### src/core/gpio_exp_pkg.sv
// Shared constants and types for the I2C GPIO expander
package gpio_exp_pkg;
    localparam int NLINES = 16;
    localparam int CLK_PS = 5000;
    localparam int GLITCH_NS = 50;
    localparam int GLITCH_CYC = (GLITCH_NS * 1000 + CLK_PS - 1) / CLK_PS;
    localparam int SCL_MAX_KHZ = 400;
    localparam int SCL_HALF_CYC = (1000000000 / (2 * SCL_MAX_KHZ)) / CLK_PS;
    localparam logic [3:0] BYTE_BITS = 4'h8;
    localparam logic [1:0] ADDR_HI = 2'h1;
    // Register indices; REG_IN to REG_FALL shared by I2C command and APB word address, REG_EVT and REG_EMASK APB only
    localparam logic [3:0] REG_IN    = 4'h0;
    localparam logic [3:0] REG_OUT   = 4'h1;
    localparam logic [3:0] REG_INV   = 4'h2;
    localparam logic [3:0] REG_DIR   = 4'h3;
    localparam logic [3:0] REG_PULL  = 4'h4;
    localparam logic [3:0] REG_IEN   = 4'h5;
    localparam logic [3:0] REG_HIZ   = 4'h6;
    localparam logic [3:0] REG_ISTAT = 4'h7;
    localparam logic [3:0] REG_RISE  = 4'h8;
    localparam logic [3:0] REG_FALL  = 4'h9;
    localparam logic [3:0] REG_EVT   = 4'hA;
    localparam logic [3:0] REG_EMASK = 4'hB;
    localparam int EVT_WR = 0;
    localparam int EVT_RD = 1;
    localparam int EVT_GPIO = 2;
    // Reset values
    localparam logic [15:0] DIR_RST = 16'hFFFF;
    localparam logic [15:0] OUT_RST = 16'hFFFF;
    localparam logic [15:0] PULL_RST_STD = 16'h0000;
    localparam logic [15:0] PULL_RST_PUP = 16'hFFFF;
    typedef enum logic [3:0] {
        ST_IDLE     = 4'b0000,
        ST_ADDR     = 4'b0001,
        ST_ACK_ADDR = 4'b0010,
        ST_CMD      = 4'b0011,
        ST_ACK_CMD  = 4'b0100,
        ST_WDATA    = 4'b0101,
        ST_ACK_W    = 4'b0110,
        ST_RDATA    = 4'b0111,
        ST_RACK     = 4'b1000
    } i2c_st_t;
endpackage

### src/core/glitch_filter.sv
// Spike filter for one serial bus line
`timescale 1ns/10ps
`default_nettype none
module glitch_filter
    import gpio_exp_pkg::*;
(
    input  wire logic pclk,
    input  wire logic presetn,
    input  wire logic raw,
    output var  logic clean
);
    typedef struct packed {
        logic [3:0] cnt;
        logic       out;
    } filt_t;

    filt_t s_ff;
    filt_t nxt_s;

    // (RULE10) Stable-count filter
    always_comb
    begin
        nxt_s = s_ff;
        if (raw == s_ff.out)
        begin
            nxt_s.cnt = 4'h0;
        end
        else if (s_ff.cnt == 4'(GLITCH_CYC - 1))
        begin
            nxt_s.cnt = 4'h0;
            nxt_s.out = raw;
        end
        else
        begin
            nxt_s.cnt = s_ff.cnt + 4'h1;
        end
    end

    always_ff @(posedge pclk or negedge presetn)
    begin
        if (!presetn)
        begin
            s_ff.cnt <= 4'h0;
            s_ff.out <= 1'b1;
        end
        else
        begin
            s_ff <= nxt_s;
        end
    end

    assign clean = s_ff.out;
endmodule
`default_nettype wire

### src/core/line_event.sv
// Edge interrupt cell for one expander line
`timescale 1ns/10ps
`default_nettype none
module line_event (
    input  wire logic pclk,
    input  wire logic presetn,
    input  wire logic lvl,
    input  wire logic arm,
    input  wire logic rise_sel,
    input  wire logic fall_sel,
    input  wire logic rd_clr,
    output var  logic pend
);
    typedef struct packed {
        logic prev;
        logic base;
        logic pend;
    } cell_t;

    cell_t s_ff;
    cell_t nxt_s;
    logic  edge_hit;
    logic  back;
    logic  set_ev;
    logic  clr_ev;

    always_comb
    begin
        nxt_s = s_ff;
        // (RULE5) Selected edge type
        edge_hit = arm & ((~s_ff.prev & lvl & rise_sel) | (s_ff.prev & ~lvl & fall_sel));
        // (RULE6) Return to prior level
        back = s_ff.pend & (lvl == s_ff.base);
        set_ev = edge_hit & ~back;
        clr_ev = rd_clr | back | ~arm;
        // New event beats a read clear in the same cycle
        nxt_s.pend = set_ev | (s_ff.pend & ~clr_ev);
        if (set_ev && !s_ff.pend)
        begin
            nxt_s.base = s_ff.prev;
        end
        nxt_s.prev = lvl;
    end

    always_ff @(posedge pclk or negedge presetn)
    begin
        if (!presetn)
        begin
            s_ff <= '0;
        end
        else
        begin
            s_ff <= nxt_s;
        end
    end

    assign pend = s_ff.pend;
endmodule
`default_nettype wire

### src/core/gpio_expander.sv
// I2C controlled 16-line GPIO expander with APB register view
//
// The placing of the registers and the APB interface to the registers were decided locally.
`timescale 1ns/10ps
`default_nettype none
// Overview of operation
// (RULE1) Per-line pull-up, host enabled
// (RULE2) Pull-up variant resets with pull-ups on
// (RULE3) Output lines: high, low or hi-Z
// (RULE4) Input level inverted when selected
// (RULE5) Interrupt on rising, falling or both
// (RULE6) Clear on level return or input read
// (RULE7) Interrupt pin pulled low, never high
// (RULE8) Slave address from select pins, 32 choices
// (RULE9) Works with serial clock to 400kHz
// (RULE10) Glitch filter on SDA and SCL
// (RULE11) SDA driven low only, open drain
// (RULE12) All lines inputs after reset
// (RULE13) Standard variant: pull-ups off after reset
// (RULE14) Command byte selects register over I2C
module gpio_expander
    import gpio_exp_pkg::*;
#(
    parameter bit PULLUP_DEFAULT = 1'b0
) (
    input  wire logic        pclk,
    input  wire logic        presetn,
    input  wire logic [7:0]  paddr,
    input  wire logic        psel,
    input  wire logic        penable,
    input  wire logic        pwrite,
    input  wire logic [31:0] pwdata,
    output var  logic [31:0] prdata,
    output var  logic        pready,
    output var  logic        pslverr,
    input  wire logic        scl_in,
    input  wire logic        sda_in,
    output var  logic        sda_out,
    output var  logic        sda_oe,
    input  wire logic [1:0]  slave_addr_select_0,
    input  wire logic [1:0]  slave_addr_select_1,
    input  wire logic [1:0]  slave_addr_select_2,
    input  wire logic [15:0] expander_io_lines_in,
    output var  logic [15:0] expander_io_lines_out,
    output var  logic [15:0] expander_io_lines_oe,
    output var  logic [15:0] pull_en,
    output var  logic        irq_n_out,
    output var  logic        irq_n_oe,
    output var  logic        evt_irq
);
    typedef struct packed {
        i2c_st_t     st;
        logic [3:0]  bits;
        logic [7:0]  sh;
        logic        rw;
        logic [4:0]  ptr;
        logic        mack;
        logic [6:0]  my_addr;
        logic        scl_q;
        logic        sda_q;
        logic [15:0] outr;
        logic [15:0] inv;
        logic [15:0] dir;
        logic [15:0] pull;
        logic [15:0] ien;
        logic [15:0] hiz;
        logic [15:0] rise;
        logic [15:0] fall;
        logic [15:0] io_out;
        logic [15:0] io_oe;
        logic [15:0] pull_o;
        logic        sda_oe;
        logic        irq_oe;
        logic        od_low;
        logic [2:0]  evt;
        logic [2:0]  emask;
        logic        evt_irq;
        logic [31:0] prdata;
        logic        pready;
        logic        pslverr;
    } state_t;

    state_t       s_ff;
    state_t       nxt_s;
    logic         scl_f;
    logic         sda_f;
    logic [15:0]  pend;
    logic [15:0]  in_lvl;
    logic         rd_in_clr;
    logic         rd_load;
    logic         i2c_we;
    logic         evt_clr;
    logic         start;
    logic         stop;
    logic         scl_rise;
    logic         scl_fall;
    logic [4:0]   rd_ptr;
    logic [15:0]  rd_word;
    logic [7:0]   rd_byte;
    logic [3:0]   apb_idx;
    logic         mapped;
    logic         access;
    logic         done;
    logic [31:0]  apb_rd;

    // ------------------------------------------------------------
    // Bus line filters
    // ------------------------------------------------------------
    // (RULE9) Filter delay far below a 400 kHz half period
    glitch_filter u_scl_filt (
        .pclk    (pclk),
        .presetn (presetn),
        .raw     (scl_in),
        .clean   (scl_f)
    );

    glitch_filter u_sda_filt (
        .pclk    (pclk),
        .presetn (presetn),
        .raw     (sda_in),
        .clean   (sda_f)
    );

    // ------------------------------------------------------------
    // Per-line interrupt cells
    // ------------------------------------------------------------
    for (genvar i = 0; i < NLINES; i++)
    begin : g_line
        line_event u_ev (
            .pclk     (pclk),
            .presetn  (presetn),
            .lvl      (expander_io_lines_in[i]),
            .arm      (s_ff.ien[i] & s_ff.dir[i]),
            .rise_sel (s_ff.rise[i]),
            .fall_sel (s_ff.fall[i]),
            .rd_clr   (rd_in_clr),
            .pend     (pend[i])
        );
    end

    // ------------------------------------------------------------
    // Register access helpers
    // ------------------------------------------------------------
    function automatic logic [15:0] mrg(input logic [15:0] o, input logic [15:0] v,
                                        input logic [15:0] m);
        return (o & ~m) | (v & m);
    endfunction

    function automatic logic [15:0] reg_val(input state_t r, input logic [3:0] i,
                                            input logic [15:0] lvl, input logic [15:0] p);
        case (i)
            REG_IN:    return lvl;
            REG_OUT:   return r.outr;
            REG_INV:   return r.inv;
            REG_DIR:   return r.dir;
            REG_PULL:  return r.pull;
            REG_IEN:   return r.ien;
            REG_HIZ:   return r.hiz;
            REG_ISTAT: return p;
            REG_RISE:  return r.rise;
            REG_FALL:  return r.fall;
            default:   return 16'h0000;
        endcase
    endfunction

    // Input and status registers ignore writes
    function automatic state_t reg_put(input state_t r, input logic [3:0] i,
                                       input logic [15:0] v, input logic [15:0] m);
        state_t q;
        q = r;
        case (i)
            REG_OUT:  q.outr = mrg(r.outr, v, m);
            REG_INV:  q.inv = mrg(r.inv, v, m);
            REG_DIR:  q.dir = mrg(r.dir, v, m);
            REG_PULL: q.pull = mrg(r.pull, v, m);
            REG_IEN:  q.ien = mrg(r.ien, v, m);
            REG_HIZ:  q.hiz = mrg(r.hiz, v, m);
            REG_RISE: q.rise = mrg(r.rise, v, m);
            REG_FALL: q.fall = mrg(r.fall, v, m);
            default:  q = r;
        endcase
        return q;
    endfunction

    // ------------------------------------------------------------
    // Next state
    // ------------------------------------------------------------
    always_comb
    begin
        nxt_s = s_ff;
        rd_in_clr = 1'b0;
        rd_load = 1'b0;
        i2c_we = 1'b0;
        evt_clr = 1'b0;
        // (RULE4) Polarity inversion
        in_lvl = expander_io_lines_in ^ s_ff.inv;
        start = s_ff.scl_q & scl_f & s_ff.sda_q & ~sda_f;
        stop = s_ff.scl_q & scl_f & ~s_ff.sda_q & sda_f;
        scl_rise = ~s_ff.scl_q & scl_f;
        scl_fall = s_ff.scl_q & ~scl_f;
        rd_ptr = (s_ff.st == ST_RACK) ? {s_ff.ptr[4:1], ~s_ff.ptr[0]} : s_ff.ptr;
        rd_word = reg_val(s_ff, rd_ptr[4:1], in_lvl, pend);
        rd_byte = rd_ptr[0] ? rd_word[15:8] : rd_word[7:0];
        nxt_s.scl_q = scl_f;
        nxt_s.sda_q = sda_f;

        if (start)
        begin
            nxt_s.st = ST_ADDR;
            nxt_s.bits = 4'h0;
            nxt_s.sda_oe = 1'b0;
            // (RULE8) Address caught at each start
            nxt_s.my_addr = {ADDR_HI, slave_addr_select_2[0],
                             slave_addr_select_1, slave_addr_select_0};
        end
        else if (stop)
        begin
            nxt_s.st = ST_IDLE;
            nxt_s.sda_oe = 1'b0;
        end
        else if (scl_rise)
        begin
            if (s_ff.st == ST_ADDR || s_ff.st == ST_CMD || s_ff.st == ST_WDATA)
            begin
                nxt_s.sh = {s_ff.sh[6:0], sda_f};
                nxt_s.bits = s_ff.bits + 4'h1;
            end
            else if (s_ff.st == ST_RDATA)
            begin
                nxt_s.bits = s_ff.bits + 4'h1;
            end
            else if (s_ff.st == ST_RACK)
            begin
                nxt_s.mack = ~sda_f;
            end
        end
        else if (scl_fall)
        begin
            // (RULE11) SDA only pulled low for ack and zeros
            case (s_ff.st)
                ST_ADDR:
                    if (s_ff.bits == BYTE_BITS)
                    begin
                        // (RULE8) Answer own address only
                        if (s_ff.sh[7:1] == s_ff.my_addr)
                        begin
                            nxt_s.rw = s_ff.sh[0];
                            nxt_s.st = ST_ACK_ADDR;
                            nxt_s.sda_oe = 1'b1;
                        end
                        else
                        begin
                            nxt_s.st = ST_IDLE;
                        end
                    end
                ST_ACK_ADDR:
                begin
                    nxt_s.bits = 4'h0;
                    if (s_ff.rw)
                    begin
                        nxt_s.st = ST_RDATA;
                        nxt_s.sh = rd_byte;
                        nxt_s.sda_oe = ~rd_byte[7];
                        rd_load = 1'b1;
                    end
                    else
                    begin
                        nxt_s.st = ST_CMD;
                        nxt_s.sda_oe = 1'b0;
                    end
                end
                ST_CMD:
                    if (s_ff.bits == BYTE_BITS)
                    begin
                        // (RULE14) Command byte sets pointer
                        nxt_s.ptr = s_ff.sh[4:0];
                        nxt_s.st = ST_ACK_CMD;
                        nxt_s.sda_oe = 1'b1;
                    end
                ST_ACK_CMD, ST_ACK_W:
                begin
                    nxt_s.st = ST_WDATA;
                    nxt_s.bits = 4'h0;
                    nxt_s.sda_oe = 1'b0;
                end
                ST_WDATA:
                    if (s_ff.bits == BYTE_BITS)
                    begin
                        i2c_we = 1'b1;
                        nxt_s.st = ST_ACK_W;
                        nxt_s.sda_oe = 1'b1;
                        nxt_s.ptr = {s_ff.ptr[4:1], ~s_ff.ptr[0]};
                    end
                ST_RDATA:
                    if (s_ff.bits == BYTE_BITS)
                    begin
                        nxt_s.sda_oe = 1'b0;
                        nxt_s.st = ST_RACK;
                    end
                    else
                    begin
                        nxt_s.sh = {s_ff.sh[6:0], 1'b0};
                        nxt_s.sda_oe = ~s_ff.sh[6];
                    end
                ST_RACK:
                    if (s_ff.mack)
                    begin
                        nxt_s.ptr = rd_ptr;
                        nxt_s.st = ST_RDATA;
                        nxt_s.bits = 4'h0;
                        nxt_s.sh = rd_byte;
                        nxt_s.sda_oe = ~rd_byte[7];
                        rd_load = 1'b1;
                    end
                    else
                    begin
                        nxt_s.st = ST_IDLE;
                    end
                default:
                    nxt_s.st = ST_IDLE;
            endcase
        end

        // (RULE6) Reading the input register clears
        if (rd_load && rd_ptr[4:1] == REG_IN)
        begin
            rd_in_clr = 1'b1;
        end
        // (RULE14) Byte write through the pointer
        if (i2c_we)
        begin
            nxt_s = reg_put(nxt_s, s_ff.ptr[4:1], {s_ff.sh, s_ff.sh},
                            s_ff.ptr[0] ? 16'hFF00 : 16'h00FF);
        end

        // APB slave: one wait state, APB wins a same-cycle clash
        apb_idx = paddr[5:2];
        mapped = (paddr[7:6] == 2'h0) && (paddr[1:0] == 2'h0) && (apb_idx <= REG_EMASK);
        access = psel & penable;
        done = access & s_ff.pready;
        if (apb_idx == REG_EVT)
        begin
            apb_rd = {29'h0, s_ff.evt};
        end
        else if (apb_idx == REG_EMASK)
        begin
            apb_rd = {29'h0, s_ff.emask};
        end
        else
        begin
            apb_rd = {16'h0, reg_val(s_ff, apb_idx, in_lvl, pend)};
        end
        nxt_s.pready = access & ~s_ff.pready;
        nxt_s.pslverr = access & ~s_ff.pready & ~mapped;
        if (access && !s_ff.pready)
        begin
            nxt_s.prdata = (mapped && !pwrite) ? apb_rd : 32'h0;
        end
        if (done && mapped)
        begin
            if (pwrite)
            begin
                if (apb_idx == REG_EMASK)
                begin
                    nxt_s.emask = pwdata[2:0];
                end
                else
                begin
                    // (RULE1) Pull-up enables written here too
                    nxt_s = reg_put(nxt_s, apb_idx, pwdata[15:0], 16'hFFFF);
                end
            end
            else if (apb_idx == REG_EVT)
            begin
                evt_clr = 1'b1;
            end
            else if (apb_idx == REG_IN)
            begin
                rd_in_clr = 1'b1;
            end
        end

        // Sticky events, set beats read clear
        nxt_s.evt = (s_ff.evt & (evt_clr ? 3'h0 : 3'h7)) | {|pend, rd_load, i2c_we};
        nxt_s.evt_irq = |(nxt_s.evt & nxt_s.emask);

        // (RULE3) Drive only non-input, non-hiZ lines
        nxt_s.io_out = nxt_s.outr;
        nxt_s.io_oe = ~nxt_s.dir & ~nxt_s.hiz;
        nxt_s.pull_o = nxt_s.pull;
        // (RULE7) Pull request pin low while pending
        nxt_s.irq_oe = |pend;
        nxt_s.od_low = 1'b0;
    end

    always_ff @(posedge pclk or negedge presetn)
    begin
        if (!presetn)
        begin
            s_ff <= '0;
            s_ff.scl_q <= 1'b1;
            s_ff.sda_q <= 1'b1;
            // (RULE12) All lines input
            s_ff.dir <= DIR_RST;
            s_ff.outr <= OUT_RST;
            s_ff.io_out <= OUT_RST;
            // (RULE2) (RULE13) Pull-up reset by variant
            s_ff.pull <= PULLUP_DEFAULT ? PULL_RST_PUP : PULL_RST_STD;
            s_ff.pull_o <= PULLUP_DEFAULT ? PULL_RST_PUP : PULL_RST_STD;
        end
        else
        begin
            s_ff <= nxt_s;
        end
    end

    assign prdata = s_ff.prdata;
    assign pready = s_ff.pready;
    assign pslverr = s_ff.pslverr;
    assign sda_out = s_ff.od_low;
    assign sda_oe = s_ff.sda_oe;
    assign expander_io_lines_out = s_ff.io_out;
    assign expander_io_lines_oe = s_ff.io_oe;
    assign pull_en = s_ff.pull_o;
    assign irq_n_out = s_ff.od_low;
    assign irq_n_oe = s_ff.irq_oe;
    assign evt_irq = s_ff.evt_irq;
endmodule
`default_nettype wire

### config.mk
export PLATFORM = sky130hd
export DESIGN_NAME = gpio_expander
export DESIGN_NICKNAME = d
export VERILOG_FILES = /design/src/core/gpio_exp_pkg.sv /design/src/core/glitch_filter.sv /design/src/core/line_event.sv /design/src/core/gpio_expander.sv
export SDC_FILE = /design/constraint.sdc
export NUM_CORES = 1
export LEC_CHECK = 0
export BUFFER_PORTS_ARGS = -buffer_cell sky130_fd_sc_hd__buf_2
export CAP_MARGIN = 20
export CORE_ASPECT_RATIO = 2
export CORE_MARGIN = 8
export CORE_UTILIZATION = 50
export DETAILED_ROUTE_END_ITERATION = 10
export PLACE_DENSITY = 0.73
export SETUP_SLACK_MARGIN = 0.05
export SYNTH_ARGS = -nofsm -noshare
export SYNTH_HDL_FRONTEND = slang
export SYNTH_HIERARCHICAL = 1
export SYNTH_SLANG_ARGS = --single-unit
### constraint.sdc
create_clock -name pclk -period 3.6 [get_ports pclk]
set_input_delay 0.72 -clock pclk [delete_from_list [all_inputs] [get_ports pclk]]
set_output_delay 0.72 -clock pclk [all_outputs]
set_load 0.05 [all_outputs]
==> results by group, run 1 <==
Clock network
  • Cts hold-fix bufs: 0
  • Clock tree from TritonCTS: done
  • Root Buffer: clkbuf_16
  • CTS max path bufs: 3
  • Clock-pin slew on the worst setup and hold paths: 0.07 ns
  • Max H-tree Level: 1
  • Post-CTS setup buffer count: 0
  • TritonCTS buffer count: 25
  • Clock insertion delay at the later pin of the skew report: 0.57 ns
  • Clock Sinks: 260
  • # resized after CTS: 0

Timing
  • Rel. slew slack: between 20 and 30%
  • Worst Tran Pin Value: approximately 1.1 ns
  • Final cycle utilization of the critical path: 88.99%
  • Post-Route Skew: 0.02880 ns
  • Setup violations, final: 0
  • F_max: 312.1 MHz
  • Crit path time final: 3.204 ns
  • Final Hold Fails: 0
  • Max Slew Vio Count: 0
  • RSZ-0062 raised after global routing: no
  • Post-Route Setup TNS: 0 ns

Drt
  • Residual DRC count: 0
  • WL met2: 31.08 mm
  • Top Layer Used: met4
  • Met3 WL: 4.842 mm
  • Antenna-violating nets left: 0
  • Initial DRC Count: 1365
  • DR vias/cell: 6.580
  • Routed len/inst: between 20 and 30 um
  • DR vias: 14830
  • Final WL: 64.26 mm
  • Drt first pass iters: 6
  • DRT met1 WL: 23.02 mm

Outcome
  • Status: complete, no violations

Global routing
  • Global-route wire length before repair: 95.39 mm
  • GRT Residual Overflow: 0
  • GRT Overall Usage: 32.95%
  • Vias in the first global route: between 10000 and 15000
  • Pin count of the biggest net entering global routing: 71
  • Initial antenna violation count: 1

Setup path
  • CP cell instances: ha_1 > nand2b_2 > a21oi_4 > nand2b_2 > or4_1 > mux2i_1 > o21ai_0
  • CP dominant cell by count: nand2b_2
  • RR Startpoint: s_ff[221]
  • Crit. End Element: register
  • Crit path max-delay cell type: or4_1
  • Worst path max stage delay: between 0.9 and 1 ns
  • Worst R2R End: s_ff[144]
  • CP startpoint kind: register
  • CP Class: reg -> reg
  • Worst EP required: 4.08 ns
  • CP Max Fanout: 12
  • Crit path max-delay family: simple AND/OR/NAND/NOR gates
  • Worst R2R Path Depth: 7
  • Buf+Inv Stages, Crit Path: 0
  • Worst EP arrival: 3.68 ns
  • Flop-to-flop setup slack: 0.40 ns

Synthesis
  • Most frequent cell after synthesis: dfrtp_1
  • Most instantiated cells after synthesis: dfrtp_1 (224), nand2_1 (185), mux2i_1 (148), nor2_1 (133), a21oi_1 (104)
  • Area contributors post-synth: dfrtp_1 (35%), mux2i_1 (9.1%), dfstp_2 (5.8%)
  • Post-synth EDFFs: 0
  • Post-synth cell types: 83
  • Warnings from Yosys: 6
  • Synth top area share: 34.51%
  • Ys async rst share: 100.0%
  • Main synth FF type: dfrtp_1
  • Syn Area/Cell: 9.222 um2
  • Syn Inst Count: 1761
  • Post-Syn Area: 16240 um2
  • Synth Register Bits: 260
  • Area leader, netlist: dfrtp_1
  • Seq/Total Area, Yosys: 40.34%

Job
  • Max_cap viols: 0

Place
  • RD Place Congestion: 1.031
  • Final HPWL DP: 47.84 mm
  • Post-DP Area: 17050 um2
  • IO buf count: between 100 and 150

Die
  • Die area: 38850 um2
  • Row cnt: 93
  • Die Y: 270.9 um
  • Io pins: 156
  • Core ar.: 32120 um2
  • Die width: between 100 and 150 um
  • Initial Util: between 50% and 60%

Pwr
  • Pwr/cell area: 449.8 nW/um2
  • Leak pwr: 7.411 nW
  • VDD IR-drop max: 0.0004414 V

Final layout
  • Layout cells sized above 1: 19.12%
  • Nets: 1881
  • Post-route cell area: 17950 um2
  • Layout Area Growth over Synthesis: 10.52%

Min path
  • Worst min path class: in -> async
## sequential cells by signal, indices dropped and copies added (netlist names)
register / count
pslverr: 1
u_scl_filt/clean: 1
pull_en: 16
u_sda_filt/clean: 1
pready: 1
u_sda_filt/s_ff: 4
expander_io_lines_oe: 16
u_scl_filt/s_ff: 4
g_line.u_ev/pend: 16
sda_oe: 1
prdata: 16
expander_io_lines_out: 16
s_ff: 133
evt_irq: 1
g_line.u_ev/s_ff: 32
irq_n_oe: 1
## logic make-up after synthesis
kind of cell,share of synthesized area [%]
xor gates and xnor gates,2.743
adders and majority gates,0.4622
DFF,40.34
other,0.02309
buffers and inverters,7.943
and+or+nand+nor,17.73
AOI/OAI and AO/OA,19.17
muxes,11.59
## area by class of cell
type	instances	area, um2
Antenna cell	1	2.502
Sequential cell	260	6551
Clock buffer	33	705.7
Timing Repair Buffer	210	1324
Multi-Input combinational cell	1272	8503
Tap cell	427	534.3
Clock inverter	13	188.9
Inverter	37	138.9
Fill cell	2928	14170
## stage by stage
| step | utilization (%) | power (mW) | hold WS (ns) | cells | setup slack [ns] |
|---|---|---|---|---|---|
| after floorplan | - | 4.503 | 0.3879 | 1778 | 0.8487 |
| after global placement | 53.09 | 5.080 | 0.4077 | 2206 | 0.5018 |
| after detailed placement | 53.09 | 5.160 | 0.4108 | 2206 | 0.4384 |
| after CTS | 55.88 | 8.066 | 0.1375 | 2252 | 0.4453 |
| after global routing | 55.89 | 8.351 | 0.1661 | 2253 | 0.2293 |
| final | 55.89 | 8.073 | 0.1316 | 2253 | 0.3962 |
## how the worst max path moves through the flow
stage | startpoint | to | slack, ns | depth (start not counted)
floorplan | paddr[3] | g_line[12].u_ev/pend | 0.85 | 7
global placement | s_ff[221] | s_ff[140] | 0.50 | 7
detailed placement | s_ff[221] | s_ff[144] | 0.44 | 7
CTS | s_ff[221] | s_ff[144] | 0.45 | 7
global route | s_ff[221] | s_ff[144] | 0.23 | 7
finish | s_ff[221] | s_ff[144] | 0.40 | 7
## cell usage in the layout (no fill, tap or decap), types with 29 or more instances in the layout
cell,instances
xnor2_1,29
mux2i_1,148
a21oi_1,104
dfstp_2,36
a22oi_1,57
buf_4,87
mux2_2,29
nor2_1,133
inv_1,34
o21ai_0,88
nand2_1,185
buf_2,119
dfrtp_1,224
## report_power, final
part | internal [mW] | total (mW) | leakage (nW) | switching [mW]
sequential | 3.17 | 3.66 | 2.82 | 0.482
clock | 1.68 | 2.92 | 0.434 | 1.24
combinational | 0.587 | 1.50 | 4.16 | 0.914
## routing by layer
layer  up-vias  GRT usage, %
met5         -             0
met4         0         24.02
met3       277         5.011
met2       839         54.66
met1      7287         37.58
li1       6422             -
Note: power is estimated with default switching activity, not from simulation.
==> run 2: changes to the inputs <==
Settings changed: GPL_TIMING_DRIVEN from default to 0.
==> run 2 against run 1 <==
  * The flow now finishes with violations (negative setup slack)
  * Core utilization grew 1.6 points
  * Count of clock-buffer cells in the layout shrank 3
  * First-iteration DRC count increased by 11%
  * Setup slack got worse by 0.42 ns
==> results by group, run 2 (synthesis results as in run 1) <==
Outcome
  • Status: finished with violations
  • Violated checks: negative setup slack

Drt
  • Drt first pass iters: 8 (+2)
  • Antenna-violating nets left: 0 (unchanged)
  • Residual DRC count: 0 (unchanged)
  • Routed len/inst: 32.47 um (+14%)
  • DR vias/cell: 6.639 (+0.90%)
  • DR vias: 15690 (+5.8%)
  • Final WL: 76.72 mm (+19%)
  • Initial DRC Count: 1510 (+11%)

Timing
  • Post-Route Setup TNS: -0.02647 ns (-0.02647 ns)
  • Rel. slew slack: 16.27% (-11 points)
  • RSZ-0062 raised after global routing: yes
  • Setup violations, final: 1 (+1)
  • Crit path time final: 3.626 ns (+0.4227 ns)
  • Final WS setup: -0.02647 ns (-0.4227 ns)
  • Final cycle utilization of the critical path: 100.7% (+12 points)
  • Worst Tran Pin Value: 1.246 ns (+0.1597 ns)
  • Final Hold Fails: 0 (unchanged)
  • F_max: 275.8 MHz (-12%)
  • Post-Route Skew: 0.01869 ns (-0.01011 ns)
  • Max Slew Vio Count: 0 (unchanged)

Min path
  • Hold Path Sink: g_line[9].u_ev/s_ff[2]
  • Worst min-delay path startpoint: expander_io_lines_in[9]
  • Worst min path class: in -> reg
  • Min-Delay Path Depth: 1

Clock network
  • Clock-pin slew on the worst setup and hold paths: 0.07 ns (about the same)
  • TritonCTS buffer count: 25 (unchanged)
  • Max H-tree Level: 1 (unchanged)
  • CTS max path bufs: 3 (unchanged)
  • Root Buffer: clkbuf_16
  • Clock Sinks: 260 (unchanged)
  • Clock insertion delay at the later pin of the skew report: 0.57 ns (about the same)
  • Clock tree from TritonCTS: done
  • Post-CTS setup buffer count: 0 (unchanged)

Die
  • Core ar.: 32120 um2 (unchanged)
  • Die area: 38850 um2 (unchanged)
  • Io pins: 156 (unchanged)
  • Die width: 143.4 um (unchanged)
  • Row cnt: 93 (unchanged)
  • Die Y: 270.9 um (unchanged)
  • Initial Util: 50.57% (unchanged)

Pwr
  • Leak pwr: 7.630 nW (+3.0%)
  • Net Sw Power: 2.764 mW (+5.0%)
  • VDD IR-drop max: 0.0003893 V (-12%)
  • Pwr/cell area: 453.9 nW/um2 (+0.91%)
  • Total power: 8.373 mW (+3.7%)
  • Comb pwr share: 19.5% (+0.9 points)
  • Seq pwr share: 43.3% (-2.0 points)
  • Sw Ratio: 33.01% (+0.42 points)
  • Clk network pwr share: 37.1% (+1.0 points)
  • Design internal power: 5.609 mW (+3.1%)

Final layout
  • Biggest register: s_ff
  • Layout cells sized above 1: 19.03% (-0.095 points)
  • Register Area: 6551 um2 (unchanged)
  • Max FFs per register: 133 (unchanged)
  • Leading cell type in the layout, fill and taps excluded: dfrtp_1
  • Top flop regs: s_ff: 133 flops, g_line.u_ev/s_ff: 32 flops
  • Layout Area Growth over Synthesis: 13.58%
  • Finished Core Util: 57.44% (+1.6 points)
  • Most frequent cells in the layout: dfrtp_1 (224), nand2_1 (185), mux2i_1 (148)
  • Filler instances: 2933 (+0.17%)
  • Multi-input logic area: 8501 um2 (about the same)
  • Nets: 1990 (+5.8%)
  • Post-route cell area: 18450 um2 (+2.8%)

Job
  • Max_cap viols: 0 (unchanged)

Place
  • Final HPWL DP: 59.68 mm (+25%)
  • IO buf count: 102 (-15%)
  • RD Place Congestion: 1.066 (+3.4%)
  • Post-DP Area: 17440 um2 (+2.3%)
  • Pre-CTS setup slack: -0.5573 ns (-0.9957 ns)

Setup path
  • Worst EP required: 4.06 ns (-0.02 ns)
  • Crit. End Element: register
  • Worst R2R Path Depth: 8 (+1)
  • Worst R2R End: s_ff[238]
  • Worst EP arrival: 4.09 ns (+0.41 ns)
  • CP Class: reg -> reg
  • RR Startpoint: s_ff[231]
  • Flop-to-flop setup slack: -0.03 ns (-0.42 ns)
  • CP startpoint kind: register
  • CP Max Fanout: 10 (-2)
  • Worst setup path start: s_ff[231]

Global routing
  • Initial antenna violation count: 2 (+1)
  • GRT Overall Usage: 39.18% (+6.2 points)
  • GRT Residual Overflow: 0 (unchanged)
  • Vias in the first global route: 15910 (+6.3%)
  • Global-route wire length before repair: 108.6 mm (+14%)
  • Pin count of the biggest net entering global routing: 123 (+73%)
[run 2: cell count changes in the layout (fill, tap and decap cells not counted), moves of 5 or more]
| cell | previous run | this run |
|---|---|---|
| buf_2 | 119 | 126 |
| buf_4 | 87 | 82 |
| clkbuf_2 | 0 | 16 |
| buf_1 | 0 | 5 |
| clkbuf_1 | 3 | 85 |
[run 2: area by class of cell]
type | count | share of cell area, %
clock buffers | 30 | 3.656
repair buffers | 110 | 3.344
plain buffers | 209 | 6.254
flip-flops and latches | 260 | 35.52
multi-input cells | 1272 | 46.08
diodes | 2 | 0.02713
well taps | 427 | 2.896
inverters | 37 | 0.7529
clock inverters | 16 | 1.472
[run 2: power groups by stage]
| stage | Sequential, mW | Combinational (mW) | Clock (mW) |
|---|---|---|---|
| 6_report | 3.63 | 1.63 | 3.11 |
| 5_1_grt | 3.65 | 1.75 | 3.19 |
| 4_1_cts | 3.61 | 1.60 | 3.11 |
| 3_5_place_dp | 3.65 | 1.59 | 0 |
| 3_3_place_gp | 3.64 | 1.52 | 0 |
| 2_1_floorplan | 3.45 | 1.05 | 0 |
[run 2: worst max path at each step]
stage / depth (start not counted) / endpoint
after floorplan: 7 / g_line[12].u_ev/pend
after global placement: 1 / g_line[0].u_ev/s_ff[2]
after detailed placement: 8 / g_line[1].u_ev/pend
after CTS: 10 / sda_oe
after global routing: 8 / s_ff[238]
final: 8 / s_ff[238]
[run 2: metal layers]
layer / wire (um) / share of wire [%] / vias to the layer above / GRT usage [%]
met1: 25350 / 33 / 7647 / 40.98
met2: 37300 / 49 / 1035 / 65.41
li1: - / - / 6630 / -
met5: 0 / 0 / - / 0
met3: 6055 / 7.9 / 376 / 6.299
met4: 8014 / 10 / 0 / 36.38
[run 2: what timing repair did]
| action | CTS | global route |
|---|---|---|
| endpoints found under the setup margin | 19 | 7 |
| hold buffers | 1 | 0 |
| gates cloned | 0 | 0 |
| resized for setup | 4 | 5 |
| endpoints found under the hold margin | 14 | 0 |
[run 2: worst max-delay path, cell delays in order, from the launching register on]
cell	delay (ns)
dfrtp_1	0.45
buf_2	0.36
buf_2	0.38
nand2b_1	0.44
nor2_1	0.41
a32oi_1	0.09
o22ai_1	0.64
o22ai_1	0.38
a31oi_1	0.37
[run 2: metrics by stage]
step | hold WS (ns) | std cells
2_1_floorplan | 0.3879 | 1778
5_1_grt | 0.3474 | 2363
3_3_place_gp | 0.4010 | 2307
6_report | 0.3463 | 2363
3_5_place_dp | 0.4051 | 2313
4_1_cts | 0.3380 | 2360
